### config.mk
export PLATFORM = sky130hd
export DESIGN_NAME = irt_tx_encoder
export DESIGN_NICKNAME = d
export VERILOG_FILES = /design/src/logic/irt_word_buf.v /design/src/logic/irt_tx_encoder.v
export VERILOG_INCLUDE_DIRS = /design/src /design/src/logic
export SDC_FILE = /design/constraint.sdc
export NUM_CORES = 1
export LEC_CHECK = 0
export ABC_AREA = 1
export ABC_CLOCK_PERIOD_IN_PS = 11700
export BUFFER_PORTS_ARGS = -buffer_cell sky130_fd_sc_hd__buf_2
export CAP_MARGIN = 15
export CELL_PAD_IN_SITES_DETAIL_PLACEMENT = 0
export CELL_PAD_IN_SITES_GLOBAL_PLACEMENT = 1
export CORE_ASPECT_RATIO = 1.25
export CORE_MARGIN = 2
export CORE_UTILIZATION = 48
export CTS_CLUSTER_SIZE = 25
export DETAILED_ROUTE_END_ITERATION = 10
export PLACE_DENSITY_LB_ADDON = 0.1
export SLEW_MARGIN = 20
export SYNTH_ARGS = -nofsm -noshare
export SYNTH_HDL_FRONTEND = slang
export SYNTH_SLANG_ARGS = --single-unit
### constraint.sdc
create_clock -name clk -period 11.7 [get_ports clk]
set_input_delay 0 -clock clk [delete_from_list [all_inputs] [get_ports clk]]
set_output_delay 0 -clock clk [all_outputs]
set_load 0.1 [all_outputs]
### src/logic/irt_defines.vh
// Constants of the infrared remote transmitter: scan, word and pulse timing.
// Assumes one clock of 200 MHz; one clock cycle stands for one oscillator
// period in all pulse-distance figures.
`ifndef IRT_DEFINES_VH
`define IRT_DEFINES_VH

// ----------------------------------------------------------------------
// Clock and lock-up limit
// ----------------------------------------------------------------------
// One cycle short of 1 ms at 200 MHz
`define IRT_MAX_HIGH_CYC 18'h30d3f

// ----------------------------------------------------------------------
// Word format
// ----------------------------------------------------------------------
`define IRT_WORD_BITS 11
`define IRT_LAST_PULSE 4'hb
`define IRT_REF_BIT 1'b0
`define IRT_GND_ROW 3'h7
`define IRT_COMBO_ROW 3'h7
`define IRT_LAST_DRV 3'h6

// ----------------------------------------------------------------------
// Pulse-distance timing, in oscillator periods or units
// ----------------------------------------------------------------------
`define IRT_UNIT_FLASH 11'h480
`define IRT_UNIT_MOD 11'h600
`define IRT_WORD_UNITS 6'h30
`define IRT_ZERO_UNITS 6'h02
`define IRT_ONE_UNITS 6'h03
`define IRT_FLASH_HIGH 11'h004
`define IRT_MOD_BURST_CYC 11'h060
`define IRT_MOD_PERIOD 4'hc
`define IRT_MOD_HIGH 4'h6

// ----------------------------------------------------------------------
// Scan timing, in clock cycles
// ----------------------------------------------------------------------
`define IRT_DEBOUNCE_CYC 16'h0800
`define IRT_SETTLE_CYC 16'h0006
`define IRT_SCAN_GAP_CYC 16'h0400
`define IRT_FAST_GAP_CYC 16'h0040
`define IRT_KEY_UP_HOLD_CYC 16'h0fa0

`endif

### src/logic/irt_word_buf.v
// Two-entry word buffer between the key scanner and the pulse serialiser.
// Assumes both sides on one clock; reset is the synchronised copy.
`timescale 1ns/1ps
module irt_word_buf (
  input wire clk,
  input wire rst_n,
  input wire in_valid,
  output wire in_ready,
  input wire [11:0] in_data,
  output wire out_valid,
  input wire out_ready,
  output wire [11:0] out_data
);
  reg [11:0] mem_q [0:1];
  reg wp_q;
  reg rp_q;
  reg [1:0] cnt_q;
  wire push;
  wire pop;

  assign in_ready = (cnt_q != 2'h2);
  assign out_valid = (cnt_q != 2'h0);
  assign out_data = mem_q[rp_q];
  assign push = in_valid & in_ready;
  assign pop = out_valid & out_ready;

  always @(posedge clk or negedge rst_n) begin
    if (!rst_n) begin
      mem_q[0] <= 12'h000;
      mem_q[1] <= 12'h000;
      wp_q <= 1'b0;
      rp_q <= 1'b0;
      cnt_q <= 2'h0;
    end else begin
      if (push) begin
        mem_q[wp_q] <= in_data;
        wp_q <= ~wp_q;
      end
      if (pop) begin
        rp_q <= ~rp_q;
      end
      if (push && !pop) begin
        cnt_q <= cnt_q + 2'h1;
      end else if (pop && !push) begin
        cnt_q <= cnt_q - 2'h1;
      end
    end
  end
endmodule

### src/logic/irt_tx_encoder.v
// Infrared remote transmitter: key matrix scanner, group/mode decoder and
// pulse-distance serialiser with lock-up guard.
// Assumes the matrix and mode strap are asynchronous pins; the clock
// stands in for the resonator oscillator.
//
// Notes on behaviour
// - Seven open-drain drive outputs, all conducting low in stand-by.
// - Seven sense lines give 56 codes, 64 with two diodes.
// - Sense lines idle high; a low sense line starts transmission.
// - Mode input pulled down in stand-by, pulled up once active.
// - No drive line on mode input: group 0, flashed.
// - Highest drive line on mode input selects modulated output.
// - Highest-numbered connected drive line 0-5 sets the group.
// - Drive line 1 gives group 2; adding line 3 gives 4.
// - Mode input changes alone never start a transmission.
// - Bits coded as distance between leading pulse edges.
// - Word: two toggle bits, group MSB first, key code MSB first.
// - Modulated mode replaces first toggle bit by constant reference.
// - Any high output pulse is cut off below 1 ms.
// - Key press wakes oscillator, debounces, then scans drive lines.
// - First scan senses mode, group and key into a latch.
// - Group sampled only in first scan, then held.
// - Key code follows the sensed key in multi-key sequences.
// - No new output starts while several keys are pressed.
// - Faster scan repetition while several keys are pressed.
// - A grounded sense line masks its other keys; sends ground code.
// - Sense five and six on one drive line form codes 56-63.
// - Toggle advances only after long release, not within sequences.
// - Unit is 1152 periods flashed, 1536 periods modulated.
// - Words repeat while a key stays pressed.
// - A started word is always finished after release.
`timescale 1ns/1ps
`include "irt_defines.vh"
module irt_tx_encoder #(
  parameter [17:0] MAX_HIGH_CYC = `IRT_MAX_HIGH_CYC
) (
  input wire clk,
  input wire resetn,
  input wire [6:0] key_sense_lines_n,
  input wire group_mode_select_in,
  output reg [6:0] key_drive_lines_o,
  output reg [6:0] key_drive_lines_oe,
  output reg mode_pullup_en,
  output reg mode_pulldown_en,
  output reg osc_enable,
  output reg ir_pulse_out
);
  // --------------------------------------------------------------------
  // States
  // --------------------------------------------------------------------
  localparam [2:0] SC_STBY = 3'h0;
  localparam [2:0] SC_DEB = 3'h1;
  localparam [2:0] SC_GND = 3'h2;
  localparam [2:0] SC_DRV = 3'h3;
  localparam [2:0] SC_EVAL = 3'h4;
  localparam [2:0] SC_PUSH = 3'h5;
  localparam [2:0] SC_GAP = 3'h6;
  localparam TX_IDLE = 1'b0;
  localparam TX_RUN = 1'b1;

  // --------------------------------------------------------------------
  // Decode helpers
  // --------------------------------------------------------------------
  function [2:0] pop7;
    input [6:0] v;
    integer i;
    begin
      pop7 = 3'h0;
      for (i = 0; i < 7; i = i + 1) begin
        pop7 = pop7 + {2'b00, v[i]};
      end
    end
  endfunction

  function [2:0] low_idx7;
    input [6:0] v;
    integer i;
    begin
      low_idx7 = 3'h0;
      for (i = 6; i >= 0; i = i - 1) begin
        if (v[i]) begin
          low_idx7 = i[2:0];
        end
      end
    end
  endfunction

  // --------------------------------------------------------------------
  // Reset release and input synchronisers
  // --------------------------------------------------------------------
  reg rst_s1_q;
  reg rst_s2_q;
  reg [6:0] sense_s1_q;
  reg [6:0] sense_s2_q;
  reg mode_s1_q;
  reg mode_s2_q;
  wire rst_n;

  always @(posedge clk or negedge resetn) begin
    if (!resetn) begin
      rst_s1_q <= 1'b0;
      rst_s2_q <= 1'b0;
    end else begin
      rst_s1_q <= 1'b1;
      rst_s2_q <= rst_s1_q;
    end
  end
  assign rst_n = rst_s2_q;

  always @(posedge clk or negedge rst_n) begin
    if (!rst_n) begin
      sense_s1_q <= 7'h7f;
      sense_s2_q <= 7'h7f;
      mode_s1_q <= 1'b0;
      mode_s2_q <= 1'b0;
    end else begin
      sense_s1_q <= key_sense_lines_n;
      sense_s2_q <= sense_s1_q;
      mode_s1_q <= group_mode_select_in;
      mode_s2_q <= mode_s1_q;
    end
  end

  // --------------------------------------------------------------------
  // Scanner state
  // --------------------------------------------------------------------
  reg [2:0] sc_q;
  reg [15:0] cnt_q;
  reg [2:0] drv_q;
  reg [6:0] gnd_q;
  reg [1:0] kcnt_q;
  reg [5:0] scode_q;
  reg [5:0] code_q;
  reg [2:0] grp_scan_q;
  reg mod_scan_q;
  reg [2:0] grp_q;
  reg mod_q;
  reg first_q;
  reg [1:0] tog_q;
  reg [15:0] rel_q;
  reg had_key_q;
  reg multi_q;
  reg push_q;
  wire [6:0] pressed;
  wire [6:0] live;
  wire combo;
  wire [6:0] single;
  wire [2:0] nkeys;
  wire [5:0] step_code;
  wire [3:0] ksum;
  wire buf_in_ready;
  wire buf_out_valid;
  wire [11:0] buf_out_data;
  wire buf_out_ready;
  wire tx_busy;
  wire [11:0] word_in;

  assign pressed = ~sense_s2_q;
  // grounded lines mask their other keys
  assign live = (sc_q == SC_GND) ? pressed : (pressed & ~gnd_q);
  // sense five and six together are one key
  assign combo = live[5] & live[6];
  assign single = combo ? (live & 7'h1f) : live;
  assign nkeys = pop7(single) + {2'b00, combo};
  // code is row times eight plus drive column
  assign step_code = (sc_q == SC_GND) ?
    (combo ? {`IRT_COMBO_ROW, `IRT_GND_ROW} :
             {low_idx7(single), `IRT_GND_ROW}) :
    (combo ? {`IRT_COMBO_ROW, drv_q} : {low_idx7(single), drv_q});
  assign ksum = {2'b00, kcnt_q} + {1'b0, nkeys};
  // toggle pair, group, key code; reference bit
  assign word_in = {mod_q, (mod_q ? `IRT_REF_BIT : tog_q[1]), tog_q[0],
                    grp_q, code_q};

  always @(posedge clk or negedge rst_n) begin
    if (!rst_n) begin
      sc_q <= SC_STBY;
      cnt_q <= 16'h0000;
      drv_q <= 3'h0;
      gnd_q <= 7'h00;
      kcnt_q <= 2'h0;
      scode_q <= 6'h00;
      code_q <= 6'h00;
      grp_scan_q <= 3'h0;
      mod_scan_q <= 1'b0;
      grp_q <= 3'h0;
      mod_q <= 1'b0;
      first_q <= 1'b0;
      tog_q <= 2'h0;
      rel_q <= 16'h0000;
      had_key_q <= 1'b0;
      multi_q <= 1'b0;
      push_q <= 1'b0;
      key_drive_lines_o <= 7'h00;
      key_drive_lines_oe <= 7'h7f;
      mode_pullup_en <= 1'b0;
      mode_pulldown_en <= 1'b1;
      osc_enable <= 1'b0;
    end else begin
      key_drive_lines_o <= 7'h00;
      if (rel_q != 16'hffff) begin
        rel_q <= rel_q + 16'h0001;
      end
      case (sc_q)
        SC_STBY: begin
          key_drive_lines_oe <= 7'h7f;
          mode_pullup_en <= 1'b0;
          mode_pulldown_en <= 1'b1;
          osc_enable <= 1'b0;
          multi_q <= 1'b0;
          // only a sense line wakes the transmitter
          if (pressed != 7'h00) begin
            sc_q <= SC_DEB;
            cnt_q <= 16'h0000;
            osc_enable <= 1'b1;
            mode_pullup_en <= 1'b1;
            mode_pulldown_en <= 1'b0;
            first_q <= 1'b1;
            rel_q <= 16'h0000;
          end
        end
        SC_DEB: begin
          cnt_q <= cnt_q + 16'h0001;
          if (cnt_q == `IRT_DEBOUNCE_CYC) begin
            sc_q <= SC_GND;
            cnt_q <= 16'h0000;
            key_drive_lines_oe <= 7'h00;
            kcnt_q <= 2'h0;
            grp_scan_q <= 3'h0;
            mod_scan_q <= 1'b0;
          end
        end
        SC_GND, SC_DRV: begin
          cnt_q <= cnt_q + 16'h0001;
          if (cnt_q == `IRT_SETTLE_CYC) begin
            cnt_q <= 16'h0000;
            kcnt_q <= (ksum > 4'h2) ? 2'h2 : ksum[1:0];
            if (nkeys != 3'h0) begin
              scode_q <= step_code;
            end
            if (sc_q == SC_GND) begin
              gnd_q <= pressed;
              sc_q <= SC_DRV;
              drv_q <= 3'h0;
              key_drive_lines_oe <= 7'h01;
            end else begin
              // later, higher drive lines overwrite the group
              if (!mode_s2_q) begin
                if (drv_q == `IRT_LAST_DRV) begin
                  mod_scan_q <= 1'b1;
                end else begin
                  // drive line n gives group n plus one
                  grp_scan_q <= drv_q + 3'h1;
                end
              end
              if (drv_q == `IRT_LAST_DRV) begin
                sc_q <= SC_EVAL;
                key_drive_lines_oe <= 7'h00;
              end else begin
                // drive lines active one after another
                drv_q <= drv_q + 3'h1;
                key_drive_lines_oe <= key_drive_lines_oe << 1;
              end
            end
          end
        end
        SC_EVAL: begin
          cnt_q <= 16'h0000;
          // group and mode latched in first scan only
          // nothing connected leaves group 0, flashed
          if (first_q) begin
            grp_q <= grp_scan_q;
            mod_q <= mod_scan_q;
            first_q <= 1'b0;
          end
          if (kcnt_q == 2'h1) begin
            // code follows the key now sensed
            code_q <= scode_q;
            had_key_q <= 1'b1;
            multi_q <= 1'b0;
            rel_q <= 16'h0000;
            sc_q <= SC_PUSH;
            push_q <= 1'b1;
          end else if (kcnt_q == 2'h0) begin
            multi_q <= 1'b0;
            sc_q <= SC_GAP;
            if (rel_q >= `IRT_KEY_UP_HOLD_CYC && !tx_busy &&
                !buf_out_valid) begin
              // toggle advances after long release only
              if (had_key_q) begin
                tog_q <= tog_q + 2'h1;
              end
              had_key_q <= 1'b0;
              sc_q <= SC_STBY;
            end
          end else begin
            // several keys: no word, rescan sooner
            multi_q <= 1'b1;
            rel_q <= 16'h0000;
            sc_q <= SC_GAP;
          end
        end
        SC_PUSH: begin
          // Scanner stalls here while the buffer is full
          if (buf_in_ready) begin
            push_q <= 1'b0;
            sc_q <= SC_GAP;
          end
        end
        SC_GAP: begin
          cnt_q <= cnt_q + 16'h0001;
          if (cnt_q == (multi_q ? `IRT_FAST_GAP_CYC : `IRT_SCAN_GAP_CYC))
          begin
            sc_q <= SC_GND;
            cnt_q <= 16'h0000;
            kcnt_q <= 2'h0;
          end
        end
        default: begin
          sc_q <= SC_STBY;
        end
      endcase
    end
  end

  // --------------------------------------------------------------------
  // Word buffer
  // --------------------------------------------------------------------
  // each scan with one key queues another word
  irt_word_buf u_buf (
    .clk(clk),
    .rst_n(rst_n),
    .in_valid(push_q),
    .in_ready(buf_in_ready),
    .in_data(word_in),
    .out_valid(buf_out_valid),
    .out_ready(buf_out_ready),
    .out_data(buf_out_data)
  );

  // --------------------------------------------------------------------
  // Serialiser
  // --------------------------------------------------------------------
  reg tx_q;
  reg [10:0] tx_word_q;
  reg tx_mod_q;
  reg [3:0] pidx_q;
  reg [10:0] ucnt_q;
  reg [5:0] units_q;
  reg [5:0] tgt_q;
  reg [5:0] total_q;
  reg [3:0] mph_q;
  reg [17:0] hi_cnt_q;
  wire [10:0] unit_len;
  wire unit_end;
  wire ival_end;
  wire word_end;
  wire pulse_on;
  wire [10:0] nxt_word;
  wire [5:0] nxt_tgt;

  assign unit_len = tx_mod_q ? `IRT_UNIT_MOD : `IRT_UNIT_FLASH;
  assign unit_end = (ucnt_q == unit_len - 11'h001);
  assign ival_end = unit_end && (units_q == tgt_q - 6'h01);
  // a word runs to its end regardless of the keys
  assign word_end = ival_end && (pidx_q == `IRT_LAST_PULSE);
  assign tx_busy = tx_q;
  // hold back a queued word during a multi-key press
  assign buf_out_ready = ~multi_q & (~tx_q | word_end);
  assign nxt_word = tx_word_q << 1;
  // zero is two units, one is three
  assign nxt_tgt = (pidx_q == `IRT_LAST_PULSE - 4'h1) ?
    (`IRT_WORD_UNITS - total_q - tgt_q) :
    (nxt_word[10] ? `IRT_ONE_UNITS : `IRT_ZERO_UNITS);
  // pulse sits at the start of each interval
  assign pulse_on = tx_q && (units_q == 6'h00) &&
    (tx_mod_q ? ((ucnt_q < `IRT_MOD_BURST_CYC) && (mph_q < `IRT_MOD_HIGH))
              : (ucnt_q < `IRT_FLASH_HIGH));

  always @(posedge clk or negedge rst_n) begin
    if (!rst_n) begin
      tx_q <= TX_IDLE;
      tx_word_q <= 11'h000;
      tx_mod_q <= 1'b0;
      pidx_q <= 4'h0;
      ucnt_q <= 11'h000;
      units_q <= 6'h00;
      tgt_q <= 6'h00;
      total_q <= 6'h00;
      mph_q <= 4'h0;
    end else if (buf_out_valid && buf_out_ready) begin
      tx_q <= TX_RUN;
      tx_word_q <= buf_out_data[10:0];
      tx_mod_q <= buf_out_data[11];
      pidx_q <= 4'h0;
      ucnt_q <= 11'h000;
      units_q <= 6'h00;
      tgt_q <= buf_out_data[10] ? `IRT_ONE_UNITS : `IRT_ZERO_UNITS;
      total_q <= 6'h00;
      mph_q <= 4'h0;
    end else if (word_end) begin
      tx_q <= TX_IDLE;
    end else if (tx_q == TX_RUN) begin
      mph_q <= (mph_q == `IRT_MOD_PERIOD - 4'h1) ? 4'h0 : mph_q + 4'h1;
      ucnt_q <= unit_end ? 11'h000 : ucnt_q + 11'h001;
      if (ival_end) begin
        tx_word_q <= nxt_word;
        pidx_q <= pidx_q + 4'h1;
        units_q <= 6'h00;
        total_q <= total_q + tgt_q;
        tgt_q <= nxt_tgt;
        mph_q <= 4'h0;
      end else if (unit_end) begin
        units_q <= units_q + 6'h01;
      end
    end
  end

  // --------------------------------------------------------------------
  // Output stage with lock-up guard
  // --------------------------------------------------------------------
  // Counter guard only; a stopped clock needs an analog timer as well
  always @(posedge clk or negedge rst_n) begin
    if (!rst_n) begin
      ir_pulse_out <= 1'b0;
      hi_cnt_q <= 18'h00000;
    end else begin
      // high time capped below the limit
      if (pulse_on && hi_cnt_q < MAX_HIGH_CYC) begin
        ir_pulse_out <= 1'b1;
        hi_cnt_q <= hi_cnt_q + 18'h00001;
      end else begin
        ir_pulse_out <= 1'b0;
        if (!pulse_on) begin
          hi_cnt_q <= 18'h00000;
        end
      end
    end
  end
endmodule

==> run summary <==
run status - finished, final reports clean
initial antenna violation count - 0
Cell Rows - 61
largest net degree at the start of global routing - 76
DIE WIDTH - 139 microns
clock buffer depth - 2
DP Worst Slack - 6.66 ns
crit path launch type - flip-flop
share of the synthesized area in the top cell type - 0.400
commonest non-fill, non-tap cell in the layout - nand2_1
Metal-1 WL - 10300 microns
CP Launch Point - sc_q[1]
Synth warnings - 0
simple-gate share of the synthesized area - 0.263
I/O pins - 28
max-cap violations - 0
crit path DAT - 5.41 ns
cell taking the most area after synthesis - dfrtp_1
FF-to-FF End - kcnt_q[1]
Post-Layout Cell Count - 1671
commonest cells after routing, fill and taps aside - nand2_1 (324), inv_1 (204), dfrtp_1 (173)
Final Setup Violations - 0
TritonCTS buffer count - 17
FF-to-FF setup slack - 6.65 ns
final hold vios - 0
Vias - 8489
Peak VDD IR - 224 uV
GP Congestion - 0.834
RSZ-0062 raised after global routing - no
Min-Delay Endpoint - sense_s1_q[0]
Wirelength per Cell - 13.7 microns
P per Cell Area - 194 mW/mm^2
Root Buffer - clkbuf_16
Adder-Cell Fraction of Synth Area - 0.0566
Primary FF master, synth - dfrtp_1
#FFs+latches synth - 196
Setup WS post-layout - 6.65 ns
leak pwr - 5.72 nW
Area Growth Syn to Fin - 9.14%
largest cells by area after synthesis - dfrtp_1 (40%), nand2_1 (11%), inv_1 (7.0%)
HPWL Detailed - 16600 microns
crit path time final - 5.05 ns
routed wl met3 - 481 microns
Post-route DRC - 0
die area - 0.0239 sq mm
Min-Delay Path Depth - 2
Netlist cell types - 53
Hold WC Path Type - in -> reg
layout cells sized above 1 - 0.0973
CTS tree - built
Synth async-reset ratio - 1.00
mux cell area share after synthesis - 0.00311
global-route wire length before repair - 40200 microns
post-route cell area - 0.0119 sq mm
Post-Syn Area - 0.0109 sq mm
Avg Cell Area, Syn - 8.05 sq um
NumNets Final - 1430
clk sinks - 196
number of enable flip-flop cells after synthesis - 0
Tcrit/Tclk final - 0.432
clock transition at the registers of the reported paths - 0.07 ns
port bufs - 20
main combinational cell family by area after synthesis - simple AND/OR/NAND/NOR gates
CP required - 12.06 ns
Ant. Diodes - 0
Crit Path Max Fanout - 13
Pins Over Slew Limit - 0
vias in the first global route - 8529
Slew headroom - 0.304
Max Freq - 0.198 GHz
final core occ - 0.533
kind of end point of the critical path - flip-flop
gr usage total - 0.204
skew final - 0.0116 ns
Post-Synth XOR/XNOR Area - 0.0225
DP Area - 0.0112 sq mm
placed insts - 1628
Compound-Gate Fraction of Synth Area - 0.107
top routing layer in use - met4
Total Wirelength - 22800 microns
routed vias/inst - 5.08
Crit Path Class - reg -> reg
TritonRoute pass-1 iters - 4
routed length on met2 - 11700 microns
Final ANT Viol Nets - 0
actual slew at the worst max-slew pin - 1.04 ns
min-delay src - key_sense_lines_n[0]
1st-iter DRT viols - 440
reg2reg path depth - 15
Core ar. - 0.0223 sq mm
Syn Inst Count - 1352
Initial Utilization - 0.488
Clk Latency, worst-skew pair - 0.44 ns
setup TNS - 0 ns
H-tree Lvls - 4
Overflow after GRT - 0
register area share after synthesis - 0.453
die height - 172 microns
RR Startpoint - sc_q[1]
synth_stat cells (22+ instances only):
master	instances
a21oi_1	42
dfrtp_1	174
dfstp_2	22
ha_1	38
inv_1	204
nand2_1	324
nand3_1	84
nand4_1	52
nor2_1	89
nor3_1	24
o21ai_0	123
xor2_1	22
metrics by stage:
stage               hold WS, ns  power (mW)
floorplan                -0.296        1.54
global placement         -0.215        1.70
detailed placement       -0.214        1.71
CTS                       0.176        2.33
global route              0.191        2.48
finish                    0.201        2.30
logic make-up after synthesis:
family | count (synthesis)
AND/OR/NAND/NOR | 620
buffers and inverters | 248
AO/OA/AOI/OAI | 211
flip-flops | 196
adder cells (fa/ha/maj) | 45
XOR/XNOR | 28
other | 2
multiplexers | 2
flip-flops by register name, indices dropped and copies added, names as in the netlist, 10 cells and up:
register,cells
u_buf.mem_q,24
ucnt_q,11
hi_cnt_q,18
rel_q,16
tx_word_q,10
cnt_q,16
worst max-delay path by stage:
stage | end | depth (start not counted) | slack (ns)
final | kcnt_q[1] | 15 | 6.65
after global routing | kcnt_q[1] | 16 | 6.31
after CTS | kcnt_q[1] | 14 | 6.64
after detailed placement | kcnt_q[1] | 14 | 6.66
after global placement | kcnt_q[1] | 14 | 6.74
after floorplan | cnt_q[0] | 0 | 5.87
layout make-up:
cell class / count / area [sq um]
Fill cell: 2149 / 10400
Timing Repair Buffer: 34 / 243
Clock inverter: 13 / 161
Inverter: 212 / 796
Multi-Input combinational cell: 914 / 4950
Sequential cell: 196 / 4940
Tap cell: 283 / 354
Clock buffer: 19 / 433
critical path: stages, from the launching register on:
cell,delay (ns)
dfrtp_1,0.43
inv_1,0.09
nor2_2,0.38
nand2_1,0.37
a21o_1,0.31
fa_1,0.54
fa_1,0.45
fa_1,0.54
inv_1,0.04
ha_1,0.19
fa_1,0.51
fa_1,0.44
a31oi_1,0.17
nor3b_1,0.09
or2_2,0.27
o21ai_0,0.15
per-layer routing:
metal / up-vias / GRT usage
li1: 4430 / -
met4: 0 / 0.0597
met2: 82 / 0.378
met5: - / 0
met1: 3953 / 0.247
met3: 24 / 0.0327
power by group:
group          switching (mW)  leakage, nW  internal, mW
registers              0.0957         2.58         0.799
logic                   0.561         2.85         0.241
clock network           0.278        0.285         0.324
timing repair:
action | CTS | global route
setup endpoints to repair | 0 | 0
hold buffers | 10 | 0
resized for setup | 0 | 0
endpoints found under the hold margin | 10 | 0
setup buffers | 0 | 0
Power figures use the tool's default switching activity.
